$ cat src/verilog/stc_pkg.sv
package stc_pkg;
  // ----------------------------------------------------------------------
  // Register map
  // ----------------------------------------------------------------------
  localparam logic [1:0] ADDR_CONTROL = 2'h0;
  localparam logic [1:0] ADDR_LOW = 2'h1;
  localparam logic [1:0] ADDR_HIGH = 2'h2;
  localparam logic [1:0] ADDR_STATUS = 2'h3;

  // ----------------------------------------------------------------------
  // Control fields
  // ----------------------------------------------------------------------
  localparam int BIT_WIDE = 7;
  localparam int BIT_SEC_CLK = 6;
  localparam int BIT_PS_HI = 5;
  localparam int BIT_PS_LO = 4;
  localparam int BIT_OSC_EN = 3;
  localparam int BIT_SYNC_BYP = 2;
  localparam int BIT_SRC_SEL = 1;
  localparam int BIT_RUN = 0;
  localparam logic [7:0] CONTROL_RESET = 8'h00;
  localparam logic [7:0] CONTROL_WMASK = 8'hBF;

  // ----------------------------------------------------------------------
  // Status fields, compare trigger and timing
  // ----------------------------------------------------------------------
  localparam int BIT_OVF_FLAG = 0;
  localparam int BIT_OVF_EN = 1;
  localparam logic [3:0] CMP_MODE_SPECIAL = 4'hB;
  localparam logic [15:0] COUNT_MAX = 16'hFFFF;
  localparam logic [15:0] COUNT_RESET = 16'h0000;
  localparam logic [1:0] INSTR_DIV_LAST = 2'h3;
endpackage

$ cat src/verilog/stc_tick_if.sv
`timescale 1ns/100ps
interface stc_tick_if;
  logic tick;
  logic clear;
  logic [1:0] ps_sel;
  logic advance;
  modport ctrl (output tick, output clear, output ps_sel, input advance);
  modport pres (input tick, input clear, input ps_sel, output advance);
endinterface

$ cat src/verilog/stc_prescaler.sv
`timescale 1ns/100ps
module stc_prescaler
(
  // Clock and reset
  input wire logic clk,
  input wire logic rst_b,
  // Tick carrier
  stc_tick_if.pres tk
);
  logic [2:0] cnt_r;
  logic [2:0] cnt_nxt;
  logic [2:0] last;

  // Terminal count for 1:1, 1:2, 1:4, 1:8
  assign last = (3'h1 << tk.ps_sel) - 3'h1;
  assign tk.advance = tk.tick && (cnt_r >= last);
  assign cnt_nxt = tk.advance ? 3'h0 : cnt_r + 3'h1;

  // Clear wins over a tick so a low write restarts a whole period
  always_ff @(posedge clk or negedge rst_b)
  begin
    if (!rst_b)
      cnt_r <= 3'h0;
    else if (tk.clear)
      cnt_r <= 3'h0;
    else if (tk.tick)
      cnt_r <= cnt_nxt;
  end
endmodule

$ cat src/verilog/stc_timer.sv
// Function
// RULE1: Wide bit clear gives independent byte access
// RULE2: Prescale field selects 1:1, 1:2, 1:4, 1:8
// RULE3: Oscillator enable bit; oscillator feeds external count
// RULE4: Sync bypass bit picks async or sync counting
// RULE5: Internal source ignores the sync bypass bit
// RULE6: External source counts rising edges of input
// RULE7: Internal source counts once per four clocks
// RULE8: Run bit starts counting; clear holds value
// RULE9: Status bit shows oscillator clocks the system
// RULE10: Enabled counter forces both pins to inputs
// RULE11: Wide mode low read snapshots high byte
// RULE12: Wide mode high write buffered until low write
// RULE13: Only low byte write clears prescaler
// RULE14: Oscillator runs through all power modes
// RULE15: Count wraps FFFF to 0000 and sets flag
// RULE16: Compare mode 1011 trigger resets the count; here ignored in async counter mode
// RULE17: Software write beats a coincident trigger
// RULE18: Trigger reset never sets the overflow flag; here a trigger in the same cycle as an advance at FFFF still sets it
// RULE19: Sync mode counts synchronised edges after prescaler
// RULE20: Prescaler cleared on reset and low writes
//
// Our own choices: the register offsets and the address-and-strobe port.
`timescale 1ns/100ps
module stc_timer
(
  // Clock and reset
  input wire logic CLK,
  input wire logic RST_B,
  // Register port
  input wire logic [1:0] ADDR,
  input wire logic [7:0] WDATA,
  input wire logic WR,
  input wire logic RD,
  output logic [7:0] RDATA,
  // Count and oscillator pins
  input wire logic EXT_COUNT_PIN,
  input wire logic OSC_INPUT_PIN,
  output logic OSC_AMP_ENABLE,
  // Port pin sharing
  input wire logic [1:0] PORT_PIN_DIRECTION,
  output logic [1:0] PORT_PIN_OE,
  output logic [1:0] PORT_PIN_READ,
  // System clock status
  input wire logic SYS_CLK_ON_OSC,
  // Compare triggers
  input wire logic [3:0] CMP1_MODE,
  input wire logic CMP1_MATCH,
  input wire logic [3:0] CMP2_MODE,
  input wire logic CMP2_MATCH,
  // Overflow
  output logic OVERFLOW_IRQ,
  output logic OVERFLOW_PULSE
);
  // ----------------------------------------------------------------------
  // State
  // ----------------------------------------------------------------------
  logic [7:0] ctrl_r;
  logic [15:0] count_r;
  logic [15:0] count_nxt;
  logic [7:0] hbuf_r;
  logic [7:0] hbuf_nxt;
  logic ovf_flag_r;
  logic ovf_en_r;
  logic [7:0] rdata_r;
  logic [7:0] rdata_nxt;
  logic [1:0] div_r;
  logic [2:0] src_sync_r;
  logic [2:0] clk_sync_r;
  logic src_level_r;
  logic ovf_pulse_r;

  // ----------------------------------------------------------------------
  // Decode
  // ----------------------------------------------------------------------
  wire run = ctrl_r[stc_pkg::BIT_RUN];
  wire wide = ctrl_r[stc_pkg::BIT_WIDE];
  wire ext_sel = ctrl_r[stc_pkg::BIT_SRC_SEL];
  wire osc_en = ctrl_r[stc_pkg::BIT_OSC_EN];
  wire async_mode = ext_sel && ctrl_r[stc_pkg::BIT_SYNC_BYP];
  wire wr_ctrl = WR && (ADDR == stc_pkg::ADDR_CONTROL);
  wire wr_low = WR && (ADDR == stc_pkg::ADDR_LOW);
  wire wr_high = WR && (ADDR == stc_pkg::ADDR_HIGH);
  wire wr_stat = WR && (ADDR == stc_pkg::ADDR_STATUS);
  wire rd_low = RD && (ADDR == stc_pkg::ADDR_LOW);
  wire instr_en = (div_r == stc_pkg::INSTR_DIV_LAST);

  // Oscillator replaces the count pin when enabled
  wire raw_src = osc_en ? OSC_INPUT_PIN : EXT_COUNT_PIN; // RULE3
  wire src_agree = (src_sync_r[2] == src_sync_r[1]);
  wire src_rise = src_agree && src_sync_r[1] && !src_level_r;
  wire sec_clk = (clk_sync_r[2] == clk_sync_r[1]) ? clk_sync_r[1]
                 : ctrl_r[stc_pkg::BIT_SEC_CLK];

  // Compare special events from either module
  wire trig1 = CMP1_MATCH && (CMP1_MODE == stc_pkg::CMP_MODE_SPECIAL);
  wire trig2 = CMP2_MATCH && (CMP2_MODE == stc_pkg::CMP_MODE_SPECIAL);
  // Async mode has no reliable trigger reset, so it is ignored there
  wire trig_reset = (trig1 || trig2) && !async_mode; // RULE16

  // ----------------------------------------------------------------------
  // Prescaler
  // ----------------------------------------------------------------------
  stc_tick_if tk ();
  // Internal ticks every fourth clock; external ticks on a rising edge
  assign tk.tick = run && (ext_sel ? src_rise : instr_en); // RULE5 RULE6 RULE7 RULE8
  assign tk.clear = wr_low; // RULE13 RULE20
  assign tk.ps_sel = ctrl_r[stc_pkg::BIT_PS_HI:stc_pkg::BIT_PS_LO]; // RULE2

  stc_prescaler u_pres
  (
    .clk(CLK),
    .rst_b(RST_B),
    .tk(tk)
  );

  // Sync mode only counts on instruction boundaries; async skips that wait
  wire sync_gate = !ext_sel || async_mode || instr_en; // RULE4 RULE19
  wire adv_raw = tk.advance;
  logic adv_hold_r;
  wire adv = (adv_raw || adv_hold_r) && sync_gate && run;
  wire wrap = adv && (count_r == stc_pkg::COUNT_MAX); // RULE15

  // ----------------------------------------------------------------------
  // Count and buffer next values
  // ----------------------------------------------------------------------
  // Writes first, then trigger, then advance
  always_comb
  begin
    count_nxt = count_r;
    if (wr_low && wide)
      count_nxt = {hbuf_r, WDATA}; // RULE12
    else if (wr_low)
      count_nxt = {count_r[15:8], WDATA}; // RULE1
    else if (wr_high && !wide)
      count_nxt = {WDATA, count_r[7:0]}; // RULE1
    else if (trig_reset)
      count_nxt = stc_pkg::COUNT_RESET; // RULE16 RULE17
    else if (adv)
      count_nxt = count_r + 16'h0001; // RULE15
  end

  // High buffer takes the live byte on a low read, data on a high write
  assign hbuf_nxt = (wide && wr_high) ? WDATA
                    : (wide && rd_low) ? count_r[15:8] : hbuf_r; // RULE11 RULE12

  // Read mux, registered one cycle later
  always_comb
  begin
    rdata_nxt = 8'h00;
    unique case (ADDR)
      stc_pkg::ADDR_CONTROL: rdata_nxt = ctrl_r;
      stc_pkg::ADDR_LOW: rdata_nxt = count_r[7:0];
      stc_pkg::ADDR_HIGH: rdata_nxt = wide ? hbuf_r : count_r[15:8]; // RULE1 RULE11
      stc_pkg::ADDR_STATUS: rdata_nxt = {6'h00, ovf_en_r, ovf_flag_r};
    endcase
  end

  // ----------------------------------------------------------------------
  // Registers
  // ----------------------------------------------------------------------
  // Control; the status bit tracks the clock controller, not software
  always_ff @(posedge CLK or negedge RST_B)
  begin
    if (!RST_B)
      ctrl_r <= stc_pkg::CONTROL_RESET;
    else if (wr_ctrl)
      ctrl_r <= (WDATA & stc_pkg::CONTROL_WMASK)
                | ({7'h00, sec_clk} << stc_pkg::BIT_SEC_CLK); // RULE9
    else
      ctrl_r[stc_pkg::BIT_SEC_CLK] <= sec_clk; // RULE9
  end

  // Counter and high buffer
  always_ff @(posedge CLK or negedge RST_B)
  begin
    if (!RST_B)
    begin
      count_r <= stc_pkg::COUNT_RESET;
      hbuf_r <= 8'h00;
    end
    else
    begin
      count_r <= count_nxt;
      hbuf_r <= hbuf_nxt;
    end
  end

  // Overflow flag: a wrap in the clearing cycle still sets it
  always_ff @(posedge CLK or negedge RST_B)
  begin
    if (!RST_B)
    begin
      ovf_flag_r <= 1'b0;
      ovf_en_r <= 1'b0;
      ovf_pulse_r <= 1'b0;
    end
    else
    begin
      // A trigger reset in the same cycle as an advance at FFFF still counts as a wrap here
      ovf_flag_r <= wrap || (ovf_flag_r && !(wr_stat && WDATA[0])); // RULE15 RULE18
      if (wr_stat)
        ovf_en_r <= WDATA[stc_pkg::BIT_OVF_EN];
      ovf_pulse_r <= wrap;
    end
  end

  // Divider, synchronisers and edge history
  always_ff @(posedge CLK or negedge RST_B)
  begin
    if (!RST_B)
    begin
      div_r <= 2'h0;
      src_sync_r <= 3'h0;
      clk_sync_r <= 3'h0;
      src_level_r <= 1'b0;
      adv_hold_r <= 1'b0;
      rdata_r <= 8'h00;
    end
    else
    begin
      div_r <= div_r + 2'h1; // RULE7
      src_sync_r <= {src_sync_r[1:0], raw_src}; // RULE19
      clk_sync_r <= {clk_sync_r[1:0], SYS_CLK_ON_OSC};
      if (src_agree)
        src_level_r <= src_sync_r[1];
      // Hold a sync-mode advance until the next instruction boundary
      adv_hold_r <= (adv_raw || adv_hold_r) && !sync_gate && !wr_low;
      if (RD)
        rdata_r <= rdata_nxt;
    end
  end

  // ----------------------------------------------------------------------
  // Outputs
  // ----------------------------------------------------------------------
  assign RDATA = rdata_r;
  // Never gated by halt or sleep, so the crystal keeps running
  assign OSC_AMP_ENABLE = osc_en; // RULE3 RULE14
  // Direction 1 means input; run forces input and reads zero
  assign PORT_PIN_OE = run ? 2'b00 : ~PORT_PIN_DIRECTION; // RULE10
  assign PORT_PIN_READ = run ? 2'b00 : {OSC_INPUT_PIN, EXT_COUNT_PIN}; // RULE10
  assign OVERFLOW_IRQ = ovf_flag_r && ovf_en_r; // RULE15
  assign OVERFLOW_PULSE = ovf_pulse_r;
endmodule

$ cat config.mk
export PLATFORM = sky130hd
export DESIGN_NAME = stc_timer
export DESIGN_NICKNAME = d
export VERILOG_FILES = /design/src/verilog/stc_pkg.sv /design/src/verilog/stc_tick_if.sv /design/src/verilog/stc_prescaler.sv /design/src/verilog/stc_timer.sv
export SDC_FILE = /design/constraint.sdc
export NUM_CORES = 1
export LEC_CHECK = 0
export BUFFER_PORTS_ARGS = -buffer_cell sky130_fd_sc_hd__buf_4
export CORE_MARGIN = 2
export CORE_UTILIZATION = 26
export DETAILED_ROUTE_END_ITERATION = 8
export PLACE_DENSITY = 0.52
export SYNTH_ARGS = -nofsm -noshare
export SYNTH_HDL_FRONTEND = slang
export SYNTH_SLANG_ARGS = --single-unit
export TNS_END_PERCENT = 50
$ cat constraint.sdc
create_clock -name CLK -period 6.9 [get_ports CLK]
set_clock_uncertainty 0.15 [all_clocks]
set_input_delay 0.69 -clock CLK [delete_from_list [all_inputs] [get_ports CLK]]
set_output_delay 0.69 -clock CLK [all_outputs]
set_load 0.02 [all_outputs]
==> results.yml, run 1 <==
route:
  first_iter_violations: 170
  routed_via_density: 5.20
  avgRoutedWirePerCell_um: 17.9
  drt_first_pass_iters: 4
  antenna_left: 0
  wirelength_mm: 9.52
  num_vias: 2767
  drcViolationCount: 0
grt:
  overflow: 0
  antenna_found_initial: 0
  grt_pass1_vias: 2773
  grtUsageTotal_pct: 15.1
  grt_max_degree: 57
  grt_pass1_wl_mm: 15.3
worst_setup_path:
  endpoint_kind: "flop"
  required_ns: 6.99
  path_class: "flop to flop"
  start_kind: "flop"
  rr_startpoint: "ctrl_r[4]"
  crit_path_max_incr_delay_ns: 0.53
  cp_max_fo: 7
  critical_path.slowest_cell: "or4_1"
  cp_common_cell: "nand3_1"
  reg2reg_depth: 8
  r2r_slack_ns: 4.25
  arrival_ns: 2.73
  reg2reg_to: "count_r[3]"
  path_cells: "or2_2, ha_1, nor2b_1, o21ai_1, a21o_2, nand3_1, or4_1, nand3_1"
logic_synthesis:
  synthArstFlopShare_pct: 100
  synth-main-ff-cell: "dfrtp_1"
  synthXorXnorAreaFrac_pct: 0.269
  synth_edf_count: 0
  avgSynthCellArea_um2: 9.88
  synth.area.mux_share_pct: 11.9
  netlist_top_cells_area: "dfrtp_1 43%, mux2i_1 5.8%, mux2_2 4.1%"
  yosys.area.top_type: "dfrtp_1"
  netlist-cell-type-count: 63
  synth_top_family_by_area: "simple AND/OR/NAND/NOR gates"
  synth_compound_area_share_pct: 19.3
  synth_simple_gate_area_share_pct: 19.5
  syn_inst: 330
  ys_ff_latch: 56
  synth_area_um2: 3260
  synth_warnings: 0
  syn_nets: 366
  synth_top_area_share_pct: 43.0
  yosysSeqAreaShare_pct: 43.0
  synth_fa_ha_area_share_pct: 2.99
layout:
  areaGrowthSynthToFinish_pct: 18.8
  num-nets-final: 399
  final_cell_area_um2: 3870
  antenna_cells: 0
  fillCellCount: 1315
  layout-drive-gt1-share_pct: 21.7
sta:
  slew_violations: 0
  maxSlewHeadroom_pct: 49.5
  fmax_ghz: 0.378
  hold_viol: 0
  post-route-min-period_ns: 2.65
  rsz0062_at_grt: "false"
  worstMarginPinSlew_ns: 0.758
  timing.hold.ws_ns: 0.201
  finalCritPeriodShare_pct: 38.4
  setup_viol: 0
  setup_tns_ns: 0
clock_network:
  clk_latency_ns: 0.30
  cts_tree: "done"
  clkTransAtPathRegs_ns: 0.07
  cts-root-buf: "clkbuf_16"
  numCtsBuffers: 5
  hold_buffers: 0
  cts_buffer_depth: 2
  post-cts-setup-buffers: 0
  cts_resized: 0
  cts.htree.levels: 2
  cts.sinks: 56
worst_hold_path:
  holdPathEnd: "src_sync_r[1]"
  hold_depth: 0
  min_path_type: "flop to flop"
  worstHoldStart: "src_sync_r[0]"
die:
  num_io_pins: 44
  start_util_pct: 26.9
  die_w_um: 116
  coreArea_um2: 12100
  die_area_um2: 13500
  fp-row-count: 40
  die_y_um: 116
flow_run:
  maxCapViolCount: 0
pwr:
  p_per_area_nw_per_um2: 279
  cellLeakagePower_nw: 1.66
  max-vdd-ir-drop_v: 0.000114
run_status:
  status: "finished clean"
placed_design:
  portBuffers: 43
  hpwl_mm: 7.08
  place.gp.congestion: 0.872
  placed_cell_area_um2: 3720
Yosys cell counts, types with 6 or more instances:
| cell | number |
|---|---|
| nor2_1 | 27 |
| mux2_2 | 12 |
| nand2_1 | 26 |
| clkbuf_1 | 9 |
| nand3_1 | 15 |
| ha_1 | 7 |
| inv_1 | 8 |
| a21oi_1 | 20 |
| mux2i_1 | 19 |
| o21a_1 | 7 |
| o221ai_1 | 8 |
| o21ai_0 | 12 |
| nor2b_1 | 6 |
| dfrtp_1 | 56 |
how the worst max path moves through the flow:
| stage | from | to | depth (start not counted) |
|---|---|---|---|
| 2_1_floorplan | ctrl_r[4] | count_r[3] | 8 |
| 3_3_place_gp | ADDR[1] | count_r[1] | 6 |
| 3_5_place_dp | ADDR[1] | count_r[0] | 6 |
| 4_1_cts | ctrl_r[4] | count_r[3] | 8 |
| 5_1_grt | ctrl_r[4] | count_r[3] | 8 |
| 6_report | ctrl_r[4] | count_r[3] | 8 |
worst max-delay path, delay by kind of cell (launching register included):
| kind | cells | cell delay [ns] |
|---|---|---|
| compound gates | 2 | 0.59 |
| fa+ha+maj | 1 | 0.27 |
| flops | 1 | 0.40 |
| simple gates | 5 | 1.18 |
flip-flops by register name, indices dropped and copies added (netlist names), named ones only:
signal / flops
ctrl_r: 7
adv_hold_r: 1
ovf_en_r: 1
hbuf_r: 8
OVERFLOW_PULSE: 1
count_r: 16
u_pres.cnt_r: 3
src_sync_r: 3
src_level_r: 1
div_r: 2
RDATA: 8
ovf_flag_r: 1
clk_sync_r: 3
per-stage QoR:
stage / worst slack, ns / power, mW / std cells / utilization [%]
after floorplan: 4.53 / 0.694 / 330 / -
after CTS: 4.25 / 1.09 / 532 / 32.0
after detailed placement: 4.13 / 0.820 / 524 / 30.8
after global routing: 4.10 / 1.16 / 532 / 32.0
after global placement: 4.10 / 0.816 / 524 / 30.8
final: 4.25 / 1.08 / 532 / 32.0
metal layers:
layer  track usage (%)  share of wire (%)  vias up
li1                  -                  -     1301
met2              22.8                 44      102
met3              2.82                7.7       11
met1              21.9                 46     1353
met4              4.37                1.7        0
met5                 0                  0        -
kinds of logic after synthesis:
group                    count (synthesis)
AND/OR/NAND/NOR                        117
AO/OA/AOI/OAI                           89
flip-flops                              56
multiplexers                            34
buffers and inverters                   25
adder cells (fa/ha/maj)                  8
XOR/XNOR                                 1
power breakdown:
group / leakage (nW) / internal [mW] / switching (mW)
sequential: 0.693 / 0.404 / 0.101
combinational: 0.897 / 0.152 / 0.156
clock: 0.0701 / 0.145 / 0.123
total: 1.66 / 0.701 / 0.380
cell type report:
type / instances / area, um^2 / share of cell area [%]
Clock inverter: 1 / 7.51 / 0.194
Multi-Input combinational cell: 249 / 1760 / 45.4
Clock buffer: 7 / 143 / 3.68
Tap cell: 168 / 210 / 5.42
Inverter: 8 / 30.0 / 0.775
Sequential cell: 56 / 1400 / 36.2
Timing Repair Buffer: 43 / 323 / 8.33
cell usage in the layout (no fill, tap or decap), drive strengths merged, types with 6 or more instances in the layout:
cell type  netlist  layout
nand2           27      27
o21ai           15      15
a21oi           20      20
nor2            28      28
mux2i           19      19
o21a             7       7
inv              8       8
o221ai           8       8
clkbuf           9       7
mux2            13      13
nand3           15      15
buf              8      43
dfrtp           56      56
ha               7       7
nor2b            6       6
Power figures use the tool's default switching activity.
==> inputs of run 2 (changes only) <==
- clock period: 6.9 -> 2.46 ns (I/O delays scaled with it)
==> run 2 against run 1 <==
Effect of this change: critical path type unchanged; final area grew 4.4%; power grew to 2.9 times the previous value; utilization grew 1.4 points; critical path depth is the same; highest routed layer unchanged; largest power group unchanged; maximum frequency grew 13%; sequential share of layout area shrank 1.5 points; routed wire length grew 0.92%; sequential power grew to 2.7 times the previous value.
==> results.yml, run 2 (synthesized netlist as in run 1, its figures left out) <==
run_status:
  status: "finished clean"
sta:
  setup_tns_ns: 0
  hold_viol: 0
  maxSlewHeadroom_pct: 50.9
  slew_violations: 0
  finalCritPeriodShare_pct: 95.2
  fmax_ghz: 0.427
  timing.hold.ws_ns: 0.0385
  post-route-min-period_ns: 2.34
  setup_viol: 0
  worstMarginPinSlew_ns: 0.736
grt:
  grtUsageTotal_pct: 15.1
  grt_max_degree: 57
  use_met1_pct: 22.0
  gr-usage-met2_pct: 23.8
  grt_pass1_vias: 2817
  grt_use_met3_pct: 2.72
  grt-busiest-layer: "met2"
  overflow: 0
  grt_pass1_wl_mm: 15.5
  antenna_found_initial: 1
pwr:
  intPower_mw: 2.03
  p_switching_mw: 1.08
  p_total_mw: 3.11
  swShare_pct: 34.7
  max-vdd-ir-drop_v: 0.000293
  p_comb_share_pct: 32.1
  p_per_area_nw_per_um2: 769
  sequentialPowerShare_pct: 44.0
  power_frac_clock_pct: 23.8
  cellLeakagePower_nw: 1.76
worst_hold_path:
  worstHoldStart: "EXT_COUNT_PIN"
  holdPathEnd: "src_sync_r[0]"
  hold_depth: 2
  min_path_type: "primary input to flop"
layout:
  finalCoreUtilization_pct: 33.4
  antenna_cells: 0
  final_cell_mix: "61 x buf_4, 56 x dfrtp_1, 27 x nor2_1, 26 x nand2_1"
  num-nets-final: 419
  final_cell_area_um2: 4050
  layout-drive-gt1-share_pct: 25.8
  regMostFlops: "count_r"
  final_common_cell: "buf_4"
  largest_register_ff_count: 16
  areaGrowthSynthToFinish_pct: 24.1
clock_network:
  cts_buffer_depth: 2
  clkTransAtPathRegs_ns: 0.07
  cts-root-buf: "clkbuf_16"
  post-cts-setup-buffers: 0
  cts.sinks: 56
  cts.htree.levels: 2
  cts_tree: "done"
  numCtsBuffers: 5
  clk_latency_ns: 0.29
worst_setup_path:
  cp_max_fo: 4
  path_class: "flop to flop"
  required_ns: 2.50
  arrival_ns: 2.38
  reg2reg_depth: 8
  endpoint_kind: "flop"
  r2r_slack_ns: 0.12
  start_kind: "flop"
  rr_startpoint: "ctrl_r[5]"
  reg2reg_to: "count_r[8]"
route:
  drcViolationCount: 0
  drt_first_pass_iters: 5
  num_vias: 2865
  wirelength_mm: 9.61
  first_iter_violations: 196
  antenna_left: 0
  avgRoutedWirePerCell_um: 17.4
  routed_via_density: 5.19
placed_design:
  hpwl_mm: 7.32
  place.gp.congestion: 0.900
  portBuffers: 43
  placed_cell_area_um2: 3860
die:
  die_y_um: 116
  start_util_pct: 26.9
  die_w_um: 116
  die_area_um2: 13500
  coreArea_um2: 12100
  fp-row-count: 40
  num_io_pins: 44
flow_run:
  maxCapViolCount: 0
[run 2: changes by cell type in the layout (fill, tap and decap cells not counted)]
cell	change
nand3_4	+1
clkbuf_1	+1
a21oi_2	+1
clkinvlp_4	-1
dlygate4sd3_1	+2
o21ai_1	-1
a21oi_1	-1
o21ai_2	+1
nand3_1	-1
buf_4	+18
[run 2: how the worst max path moves through the flow]
stage / startpoint / end / slack, ns / cells after the start
floorplan: ctrl_r[4] / count_r[3] / 0.09 / 8
global placement: ctrl_r[5] / count_r[3] / 0.09 / 8
detailed placement: ctrl_r[5] / count_r[3] / 0.04 / 8
CTS: ctrl_r[5] / count_r[3] / 0.02 / 8
global route: ctrl_r[5] / count_r[14] / -0.0004 / 9
finish: ctrl_r[5] / count_r[8] / 0.12 / 8
[run 2: worst max-delay path, stage by stage, from the launching register on]
cell and delay (ns):
dfrtp_1 0.41, or2_2 0.28, ha_1 0.27, nor2b_1 0.14, o21ai_2 0.09, a21o_2 0.25
a211oi_4 0.24, nor2_2 0.10, mux2_4 0.30
[run 2: stage by stage]
step                      setup WS [ns]  cells
after floorplan                  0.0949    330
after detailed placement         0.0407    542
final                             0.119    552
after global placement           0.0920    542
after CTS                        0.0183    552
after global routing          -0.000400    552
[run 2: area by class of cell]
type                            instances  area [um^2]
Tap cell                              168          210
Clock buffer                            8          146
Inverter                                8         30.0
Timing Repair Buffer                   63          478
Fill cell                            1302         8070
Multi-Input combinational cell        249         1780
Sequential cell                        56         1400
[run 2: what timing repair did]
| item | in CTS | in global routing |
|---|---|---|
| hold endpoints to repair | 57 | 0 |
| endpoints found under the setup margin | 0 | 11 |
| resized for setup | 0 | 4 |
| hold buffers | 2 | 0 |
[run 2: routing by layer]
layer  wire length [um]  vias up
li1                   -     1337
met1               4500     1432
met2               4480       89
met3                557        7
met4                 68        0
met5                  0        -
[run 2: power by group through the flow]
stage	clock [mW]	sequential (mW)	combinational, mW
after floorplan	0	1.35	0.599
after global placement	0	1.38	0.979
after detailed placement	0	1.39	0.989
after CTS	0.754	1.37	0.995
after global routing	0.796	1.41	1.11
final	0.742	1.37	1.00
